[src/verilog/qfstc_pkg.sv]
// Purpose: shared constants for the queue frame status and tx command slice
// Assumes: 16-bit register words at even byte offsets of the host bus
// Notes:   offsets are byte addresses of the low byte of each word
package qfstc_pkg;

  // ****************************************************************
  // register offsets
  // ****************************************************************
  localparam logic [10:0] QFSTC_OFS_TX_FREE   = 11'h178;
  localparam logic [10:0] QFSTC_OFS_RX_STATUS = 11'h17c;
  localparam logic [10:0] QFSTC_OFS_RX_BCNT   = 11'h17e;
  localparam logic [10:0] QFSTC_OFS_TXQ_CMD   = 11'h180;

  // ****************************************************************
  // status word field positions
  // ****************************************************************
  localparam int QFSTC_B_VALID  = 15;
  localparam int QFSTC_B_ICMP   = 13;
  localparam int QFSTC_B_IPHDR  = 12;
  localparam int QFSTC_B_TCP    = 11;
  localparam int QFSTC_B_UDP    = 10;
  localparam int QFSTC_B_BCAST  = 7;
  localparam int QFSTC_B_MCAST  = 6;
  localparam int QFSTC_B_UCAST  = 5;
  localparam int QFSTC_B_ETYPE  = 3;
  localparam int QFSTC_B_RUNT   = 1;
  localparam int QFSTC_B_CRC    = 0;

  // ****************************************************************
  // command bits, widths, reset values
  // ****************************************************************
  localparam int QFSTC_B_ENQ = 0;
  localparam int QFSTC_B_MON = 1;
  localparam int QFSTC_BCNT_W = 12;
  localparam int QFSTC_FREE_W = 13;
  localparam logic [12:0] QFSTC_FREE_RST = 13'h1800;
  localparam logic [15:0] QFSTC_ETYPE_MIN = 16'h05dc;
  localparam logic [15:0] QFSTC_ZERO16    = 16'h0000;

  typedef enum logic [1:0]
  {
    QFSTC_TX_IDLE = 2'b00,
    QFSTC_TX_BUSY = 2'b01
  } qfstc_tx_state_t;

endpackage

[src/verilog/qfstc_top.sv]
// Purpose: host register slice for rx frame status and tx queue commands
// Assumes: host bus sampled synchronously; 16-bit words, 8-bit lane select
// Notes:   rx status held for four queued frames in a small array
//
// Behaviour
// - valid bit reads 1 only for a complete queued frame at the head
// - bit 13 flags ICMP checksum failure
// - bit 12 flags IPv4 header checksum failure
// - bit 11 flags TCP checksum failure
// - bit 10 flags UDP checksum failure
// - bit 7 flags broadcast destination
// - bit 6 flags multicast destination, broadcast included
// - bit 5 flags unicast destination
// - bit 3 set for length/type above 1500, else 802.3 frame
// - bit 1 flags runt frames, passed only with pass-bad-frame
// - bit 0 flags CRC error, passed only with pass-bad-frame
// - one status word per frame, counted by the rx frame count
// - byte count in bits 11..0, upper four bits read zero
// - monitor command raises interrupt bit 6 when free space suffices
// - monitor bit self-clears after frame transmits, or once fired with no frame in flight; host waits
// - enqueue command queues the current tx frame, one per command
// - enqueue bit self-clears when transmission completes
// - free tx memory in bytes, 13 bits, resets to 0x1800
`timescale 1ns/1ps
module qfstc_top
  import qfstc_pkg::*;
(
  // clock and reset
  input  wire logic        sys_clk_i,
  input  wire logic        rstn_i,
  // host register port
  input  wire logic        reg_sel_i,
  input  wire logic        reg_wr_i,
  input  wire logic        reg_rd_i,
  input  wire logic [10:0] reg_addr_i,
  input  wire logic [1:0]  reg_be_i,
  input  wire logic [15:0] reg_wdata_i,
  output logic      [15:0] reg_rdata_o,
  // pass-bad-frame setting from rx control
  input  wire logic        pass_bad_frame_i,
  // receive side frame report
  input  wire logic        rx_frame_done_i,
  input  wire logic [11:0] rx_frame_bytes_i,
  input  wire logic [47:0] rx_dest_addr_i,
  input  wire logic [15:0] rx_len_type_i,
  input  wire logic        rx_icmp_err_i,
  input  wire logic        rx_iphdr_err_i,
  input  wire logic        rx_tcp_err_i,
  input  wire logic        rx_udp_err_i,
  input  wire logic        rx_runt_i,
  input  wire logic        rx_crc_err_i,
  input  wire logic        rx_release_i,
  output logic      [2:0]  rx_frame_count_o,
  // transmit queue side
  input  wire logic [12:0] tx_free_bytes_i,
  input  wire logic [12:0] next_tx_frame_size_req_i,
  input  wire logic        tx_frame_sent_i,
  output logic             tx_enqueue_o,
  output logic             tx_mem_avail_irq_o
);

  // ****************************************************************
  // state
  // ****************************************************************
  localparam int DEPTH = 4;

  typedef struct packed {
    logic [1:0]      wr_ptr;
    logic [1:0]      rd_ptr;
    logic [2:0]      count;
    logic            enq_cmd;
    logic            mon_cmd;
    logic            mon_fired;
    qfstc_tx_state_t tx_state;
    logic [12:0]     tx_free;
    logic [15:0]     rdata;
    logic            enq_pulse;
    logic            irq_pulse;
  } qfstc_state_t;

  qfstc_state_t st_ff;
  qfstc_state_t nxt_st;

  logic [15:0] stat_mem_ff [DEPTH];
  logic [11:0] bcnt_mem_ff [DEPTH];

  logic [15:0] new_status;
  logic        accept;
  logic        pop;
  logic        wr_cmd;
  logic        rd_hit;
  logic        rd_req;
  logic        q_empty;
  logic        q_full;
  logic        bad_drop;
  logic        enq_wr;
  logic        mon_wr;

  // pointers wrap at the queue depth, a power of two
  function automatic logic [1:0] inc_ptr(input logic [1:0] p);
    inc_ptr = p + 2'h1;
  endfunction

  function automatic logic [2:0] inc_cnt(input logic [2:0] c);
    inc_cnt = c + 3'h1;
  endfunction

  function automatic logic hit(input logic [10:0] a, input logic [10:0] o);
    hit = (a[10:1] == o[10:1]);
  endfunction

  // ****************************************************************
  // status encoder
  // ****************************************************************
  qfstc_rx_classify u_classify (
    .dest_addr_i (rx_dest_addr_i),
    .len_type_i  (rx_len_type_i),
    .icmp_err_i  (rx_icmp_err_i),
    .iphdr_err_i (rx_iphdr_err_i),
    .tcp_err_i   (rx_tcp_err_i),
    .udp_err_i   (rx_udp_err_i),
    .runt_i      (rx_runt_i),
    .crc_err_i   (rx_crc_err_i),
    .status_o    (new_status)
  );

  // ****************************************************************
  // shared decode
  // ****************************************************************
  assign q_empty  = (st_ff.count == 3'h0);
  assign q_full   = (st_ff.count == 3'(DEPTH));
  // bad frames are dropped unless the host asked to see them
  assign bad_drop = ~pass_bad_frame_i
                  & (rx_runt_i | rx_crc_err_i);
  // a full queue drops the frame silently; nothing is overwritten
  assign accept   = rx_frame_done_i & ~bad_drop & ~q_full;
  // release only meaningful while a frame is queued
  assign pop      = rx_release_i & ~q_empty;
  assign rd_req   = reg_sel_i & reg_rd_i;
  assign wr_cmd   = reg_sel_i & reg_wr_i & reg_be_i[0]
                  & hit(reg_addr_i, QFSTC_OFS_TXQ_CMD);
  // a write may carry both commands; each bit is judged alone
  assign enq_wr   = wr_cmd & reg_wdata_i[QFSTC_B_ENQ];
  assign mon_wr   = wr_cmd & reg_wdata_i[QFSTC_B_MON];

  // ****************************************************************
  // frame store
  // ****************************************************************
  // no reset on the store: words are only read while counted
  always_ff @(posedge sys_clk_i)
  begin
    if (accept)
    begin
      stat_mem_ff[st_ff.wr_ptr] <= new_status;
      bcnt_mem_ff[st_ff.wr_ptr] <= rx_frame_bytes_i;
    end
  end

  // ****************************************************************
  // next state
  // ****************************************************************
  always_comb
  begin
    nxt_st           = st_ff;
    nxt_st.enq_pulse = 1'b0;
    nxt_st.irq_pulse = 1'b0;
    rd_hit           = 1'b0;

    if (accept)
    begin
      nxt_st.wr_ptr = inc_ptr(st_ff.wr_ptr);
    end
    if (pop)
    begin
      nxt_st.rd_ptr = inc_ptr(st_ff.rd_ptr);
    end
    case ({accept, pop})
      2'b10:   nxt_st.count = inc_cnt(st_ff.count);
      2'b01:   nxt_st.count = st_ff.count - 3'h1;
      default: nxt_st.count = st_ff.count;
    endcase

    // copied every cycle; the monitor compares against this copy
    nxt_st.tx_free = tx_free_bytes_i;

    // transmit command handling
    case (st_ff.tx_state)
      QFSTC_TX_IDLE:
      begin
        // one enqueue per command; later writes are ignored until the self-clear
        if (enq_wr & ~st_ff.enq_cmd)
        begin
          nxt_st.enq_cmd   = 1'b1;
          nxt_st.enq_pulse = 1'b1;
          nxt_st.tx_state  = QFSTC_TX_BUSY;
        end
      end
      QFSTC_TX_BUSY:
      begin
        if (tx_frame_sent_i)
        begin
          nxt_st.enq_cmd  = 1'b0;
          nxt_st.mon_cmd  = 1'b0;
          nxt_st.tx_state = QFSTC_TX_IDLE;
        end
      end
      default: nxt_st.tx_state = QFSTC_TX_IDLE;
    endcase

    // second write while armed is ignored until self-clear
    if (mon_wr & ~st_ff.mon_cmd)
    begin
      nxt_st.mon_cmd   = 1'b1;
      nxt_st.mon_fired = 1'b0;
    end
    else if (st_ff.mon_cmd & ~st_ff.mon_fired
             & (st_ff.tx_free >= next_tx_frame_size_req_i))
    begin
      nxt_st.irq_pulse = 1'b1;
      nxt_st.mon_fired = 1'b1;
    end
    // monitor without a frame in flight clears once it has fired
    if (st_ff.mon_fired & (st_ff.tx_state == QFSTC_TX_IDLE) & ~mon_wr)
    begin
      nxt_st.mon_cmd = 1'b0;
    end

    // read data registered on each read strobe
    if (rd_req)
    begin
      rd_hit       = 1'b1;
      nxt_st.rdata = QFSTC_ZERO16;
      if (hit(reg_addr_i, QFSTC_OFS_RX_STATUS))
      begin
        if (~q_empty)
        begin
          nxt_st.rdata = stat_mem_ff[st_ff.rd_ptr];
          nxt_st.rdata[QFSTC_B_VALID] = 1'b1;
        end
      end
      else if (hit(reg_addr_i, QFSTC_OFS_RX_BCNT))
      begin
        if (~q_empty)
        begin
          // low byte first in 8-bit mode; word held, so any order is safe
          nxt_st.rdata[QFSTC_BCNT_W-1:0] =
            bcnt_mem_ff[st_ff.rd_ptr];
        end
      end
      else if (hit(reg_addr_i, QFSTC_OFS_TXQ_CMD))
      begin
        nxt_st.rdata[QFSTC_B_ENQ] = st_ff.enq_cmd;
        nxt_st.rdata[QFSTC_B_MON] = st_ff.mon_cmd;
      end
      else if (hit(reg_addr_i, QFSTC_OFS_TX_FREE))
      begin
        nxt_st.rdata[QFSTC_FREE_W-1:0] = st_ff.tx_free;
      end
      // unmapped words read as zero
      else
      begin
        nxt_st.rdata = QFSTC_ZERO16;
      end
    end
    if (!rd_hit)
    begin
      nxt_st.rdata = st_ff.rdata;
    end
  end

  // ****************************************************************
  // registers
  // ****************************************************************
  always_ff @(posedge sys_clk_i)
  begin
    if (!rstn_i)
    begin
      st_ff.wr_ptr    <= 2'h0;
      st_ff.rd_ptr    <= 2'h0;
      st_ff.count     <= 3'h0;
      st_ff.enq_cmd   <= 1'b0;
      st_ff.mon_cmd   <= 1'b0;
      st_ff.mon_fired <= 1'b0;
      st_ff.tx_state  <= QFSTC_TX_IDLE;
      st_ff.tx_free   <= QFSTC_FREE_RST;
      st_ff.rdata     <= QFSTC_ZERO16;
      st_ff.enq_pulse <= 1'b0;
      st_ff.irq_pulse <= 1'b0;
    end
    else
    begin
      st_ff <= nxt_st;
    end
  end

  assign reg_rdata_o        = st_ff.rdata;
  assign rx_frame_count_o   = st_ff.count;
  assign tx_enqueue_o       = st_ff.enq_pulse;
  assign tx_mem_avail_irq_o = st_ff.irq_pulse;

endmodule

[src/verilog/qfstc_rx_classify.sv]
// Purpose: builds the frame status word from raw receive frame attributes
// Assumes: attributes are stable while rx_frame_done_i is high
// Notes:   purely combinational
`timescale 1ns/1ps
module qfstc_rx_classify
  import qfstc_pkg::*;
(
  // raw frame attributes
  input  wire logic [47:0] dest_addr_i,
  input  wire logic [15:0] len_type_i,
  input  wire logic        icmp_err_i,
  input  wire logic        iphdr_err_i,
  input  wire logic        tcp_err_i,
  input  wire logic        udp_err_i,
  input  wire logic        runt_i,
  input  wire logic        crc_err_i,
  // encoded status word, valid bit left clear
  output logic      [15:0] status_o
);

  logic bcast;
  logic mcast;

  always_comb
  begin
    bcast    = &dest_addr_i;
    // group bit is the lsb of the first octet sent
    mcast    = dest_addr_i[40];
    status_o = QFSTC_ZERO16;
    status_o[QFSTC_B_ICMP]  = icmp_err_i;
    status_o[QFSTC_B_IPHDR] = iphdr_err_i;
    status_o[QFSTC_B_TCP]   = tcp_err_i;
    status_o[QFSTC_B_UDP]   = udp_err_i;
    status_o[QFSTC_B_BCAST] = bcast;
    status_o[QFSTC_B_MCAST] = mcast | bcast;
    status_o[QFSTC_B_UCAST] = ~mcast & ~bcast;
    // meaningless for runts, still reported
    status_o[QFSTC_B_ETYPE] = len_type_i > QFSTC_ETYPE_MIN;
    status_o[QFSTC_B_RUNT]  = runt_i;
    status_o[QFSTC_B_CRC]   = crc_err_i;
  end

endmodule

[config.mk]
export PLATFORM = sky130hd
export DESIGN_NAME = qfstc_top
export DESIGN_NICKNAME = d
export VERILOG_FILES = /design/src/verilog/qfstc_pkg.sv /design/src/verilog/qfstc_top.sv /design/src/verilog/qfstc_rx_classify.sv
export SDC_FILE = /design/constraint.sdc
export NUM_CORES = 1
export LEC_CHECK = 0
export BUFFER_PORTS_ARGS = -buffer_cell sky130_fd_sc_hd__buf_4
export CAP_MARGIN = 30
export CORE_MARGIN = 2
export CORE_UTILIZATION = 53
export CTS_CLUSTER_SIZE = 25
export DETAILED_ROUTE_END_ITERATION = 12
export PLACE_DENSITY = 0.81
export SYNTH_ARGS = -nofsm -noshare
export SYNTH_HDL_FRONTEND = slang
export SYNTH_HIERARCHICAL = 1
export SYNTH_SLANG_ARGS = --single-unit
[constraint.sdc]
create_clock -name sys_clk_i -period 2.79 [get_ports sys_clk_i]
set_input_delay 0.4185 -clock sys_clk_i [delete_from_list [all_inputs] [get_ports sys_clk_i]]
set_output_delay 0.4185 -clock sys_clk_i [all_outputs]
set_load 0.005 [all_outputs]
==> metrics.md <==
| Metric | Value |
|---|---|
| Setup-failing EPs final | `0` |
| Peak fanout along the critical path | `5` |
| Worst slew margin | `43.8%` |
| Period utilization | `77.1%` |
| Die X | `114 um` |
| Gr busiest metal | `met2` |
| DR WL/cell | `19.6 um` |
| Unrepaired setup endpoints after global routing | `false` |
| Post-CTS setup buffers | `0` |
| Gr ovfl total | `0` |
| Share of cells above drive strength 1 | `37.1%` |
| Detailed placer's ending HPWL | `9410 um` |
| DRC viols | `0` |
| Area Growth Syn to Fin | `25.5%` |
| Via-to-Cell Ratio | `5.66` |
| Worst-path clk slew | `0.06 ns` |
| Worst r2r dst | `rx_frame_count_o[2]` |
| Root buffer cell | `clkbuf_16` |
| Cell area after layout | `0.00810 sq mm` |
| # fillers | `847` |
| Clock buffer depth | `2` |
| Crit. path cell count | `8` |
| FMAX | `465 MHz` |
| Initial core utilization | `53.9%` |
| GRT met3 Usage | `6.62%` |
| Max Cap Viol | `0` |
| Crit-path slowest cell | `dfxtp_1` |
| Post-layout util | `67.7%` |
| Vias post-DR | `4,141` |
| DIE HEIGHT | `114 um` |
| Syn avg cell area | `14.7 sq um` |
| ANT nets after route | `0` |
| Hold Violations, Final | `0` |
| WS Path Type | `reg2reg` |
| Total wire length | `14,300 um` |
| Io pins | `167` |
| Leakage | `3.08 nW` |
| Worst-Margin Slew | `0.842 ns` |
| Cts hold-fix bufs | `0` |
| Storage cell area | `0.00410 sq mm` |
| Antenna violations before repair | `0` |
| Worst-Skew Late Latency | `0.41 ns` |
| Core box area | `0.0120 sq mm` |
| Port Buffer Count | `150` |
| GR met1 Demand/Resource | `26.6%` |
| Min-delay src | `tx_free_bytes_i[12]` |
| Worst R2R Path Depth | `8` |
| N_diodes | `0` |
| Critical-path cell list | `or3_1 > and2_1 > ha_1 > inv_1 > fa_1 > xor2_1 > or3_1 > a21boi_0` |
| First-pass GRT wire length | `22,300 um` |
| Total Power | `5.85 mW` |
| Detailed Route Iter0 Violations | `296` |
| Largest delay share family, worst path | `simple AND/OR/NAND/NOR gates` |
| CP Data Required Time | `3.13 ns` |
| Post-placement cell area | `0.00752 sq mm` |
| CTS resizes | `0` |
| Vias in the first global route | `4,421` |
| # nets final | `737` |
| Placed insts | `700` |
| Fin crit period | `2.15 ns` |
| Most frequent CP cell | `or3_1` |
| Status | `completed` |
| Largest net degree at the start of global routing | `43` |
| TritonCTS clock tree | `done` |
| Syn Inst Count | `439` |
| Clock Skew | `0.00843 ns` |
| Final TNS setup | `0 ns` |
| Die area | `0.0131 sq mm` |
| RR Startpoint | `rx_frame_count_o[2]` |
| Flop2flop setup slack | `0.64 ns` |
| Drt pass-1 iters | `4` |
| Hold endpoint | `st_ff[30]` |
| Num CTS Buffers | `17` |
| Cells on Worst Hold Path | `2` |
| Critical path launch point type | `flip-flop` |
| Cell area power density | `723 mW/mm^2` |
| CP arrival | `2.49 ns` |
| Worst Setup End Kind | `flip-flop` |
| CTS sink count | `151` |
| VDD IR max | `0.479 mV` |
| Buf/Inv on CP | `1` |
| Grt met2 use | `41.2%` |
| H-tree Lvls | `4` |
| Finished Layout Cells | `732` |
| GRT Total Usage | `23.1%` |
| Hold Crit Class | `in2reg` |
| Multi-input gate area | `0.00195 sq mm` |
| Cell area after synthesis | `0.00645 sq mm` |
| Row Count | `40` |
| Placer Congestion | `0.771` |
| Max stage delay on crit path | `0.39 ns` |
| Max-slew violation count | `0` |
| Yosys warns | `6` |
layer usage:
layer / part of all wire [%] / up-vias / routed length, um
met5: 0 / - / 0
met4: 1.3 / 0 / 192
met3: 7.4 / 17 / 1060
met2: 53 / 189 / 7600
met1: 38 / 2035 / 5490
li1: - / 1900 / -
state kept, by name, summed over array words and instances (netlist names), named ones only:
name                flops
tx_enqueue_o            1
bcnt_mem_ff            48
reg_rdata_o            16
rx_frame_count_o        3
st_ff                  20
tx_mem_avail_irq_o      1
stat_mem_ff            60
report_power, final:
group	internal (mW)	leakage [nW]	total [mW]	switching (mW)
Combinational	0.568	1.47	1.02	0.449
Clock	1.34	0.272	2.21	0.870
Sequential	2.56	1.33	2.63	0.0721
Total	4.46	3.08	5.85	1.39
layout make-up:
| type | instances | share of cell area [%] |
|---|---|---|
| inverter | 23 | 1.07 |
| clock inverter | 12 | 1.56 |
| tap | 147 | 2.27 |
| timing repair buffer | 158 | 14.8 |
| sequential | 151 | 50.7 |
| clock buffer | 20 | 5.52 |
| multi-input combinational | 221 | 24.1 |
cell usage in the layout (no fill, tap or decap), types with 2 or more instances in the layout:
master	n
a211oi_1	2
a21boi_0	2
a21boi_1	2
a21oi_1	14
a221oi_1	10
a22oi_1	2
and2_1	23
buf_4	157
bufinv_16	2
clkbuf_1	2
clkbuf_16	17
clkinv_1	2
clkinv_2	2
clkinvlp_4	3
conb_1	5
dfxtp_1	43
edfxtp_1	108
ha_1	18
inv_1	23
inv_6	2
mux2_2	2
mux2i_1	2
mux4_1	2
mux4_2	25
nand2_1	24
nand2b_1	4
nand3_1	5
nand4_1	14
nor2_1	6
nor2b_1	3
nor3b_1	2
nor4_1	6
o211a_1	2
o211ai_1	3
o21ai_0	19
or3_1	2
xnor2_1	4
through the flow:
step / setup slack (ns) / hold slack (ns)
finish: 0.638 / 0.191
global route: 0.540 / 0.183
CTS: 0.622 / 0.177
detailed placement: 0.352 / 0.453
global placement: 0.483 / 0.452
floorplan: 0.711 / 0.431
how the worst max path moves through the flow:
| stage | startpoint | slack (ns) | end |
|---|---|---|---|
| floorplan | rx_crc_err_i | 0.71 | bcnt_mem_ff[0][0] |
| global placement | rx_crc_err_i | 0.48 | rx_frame_count_o[2] |
| detailed placement | rx_crc_err_i | 0.35 | rx_frame_count_o[2] |
| CTS | rx_frame_count_o[0] | 0.62 | rx_frame_count_o[2] |
| global route | rx_frame_count_o[0] | 0.54 | rx_frame_count_o[2] |
| finish | rx_frame_count_o[2] | 0.64 | rx_frame_count_o[2] |
No activity file was read; power rests on OpenSTA's default activity.
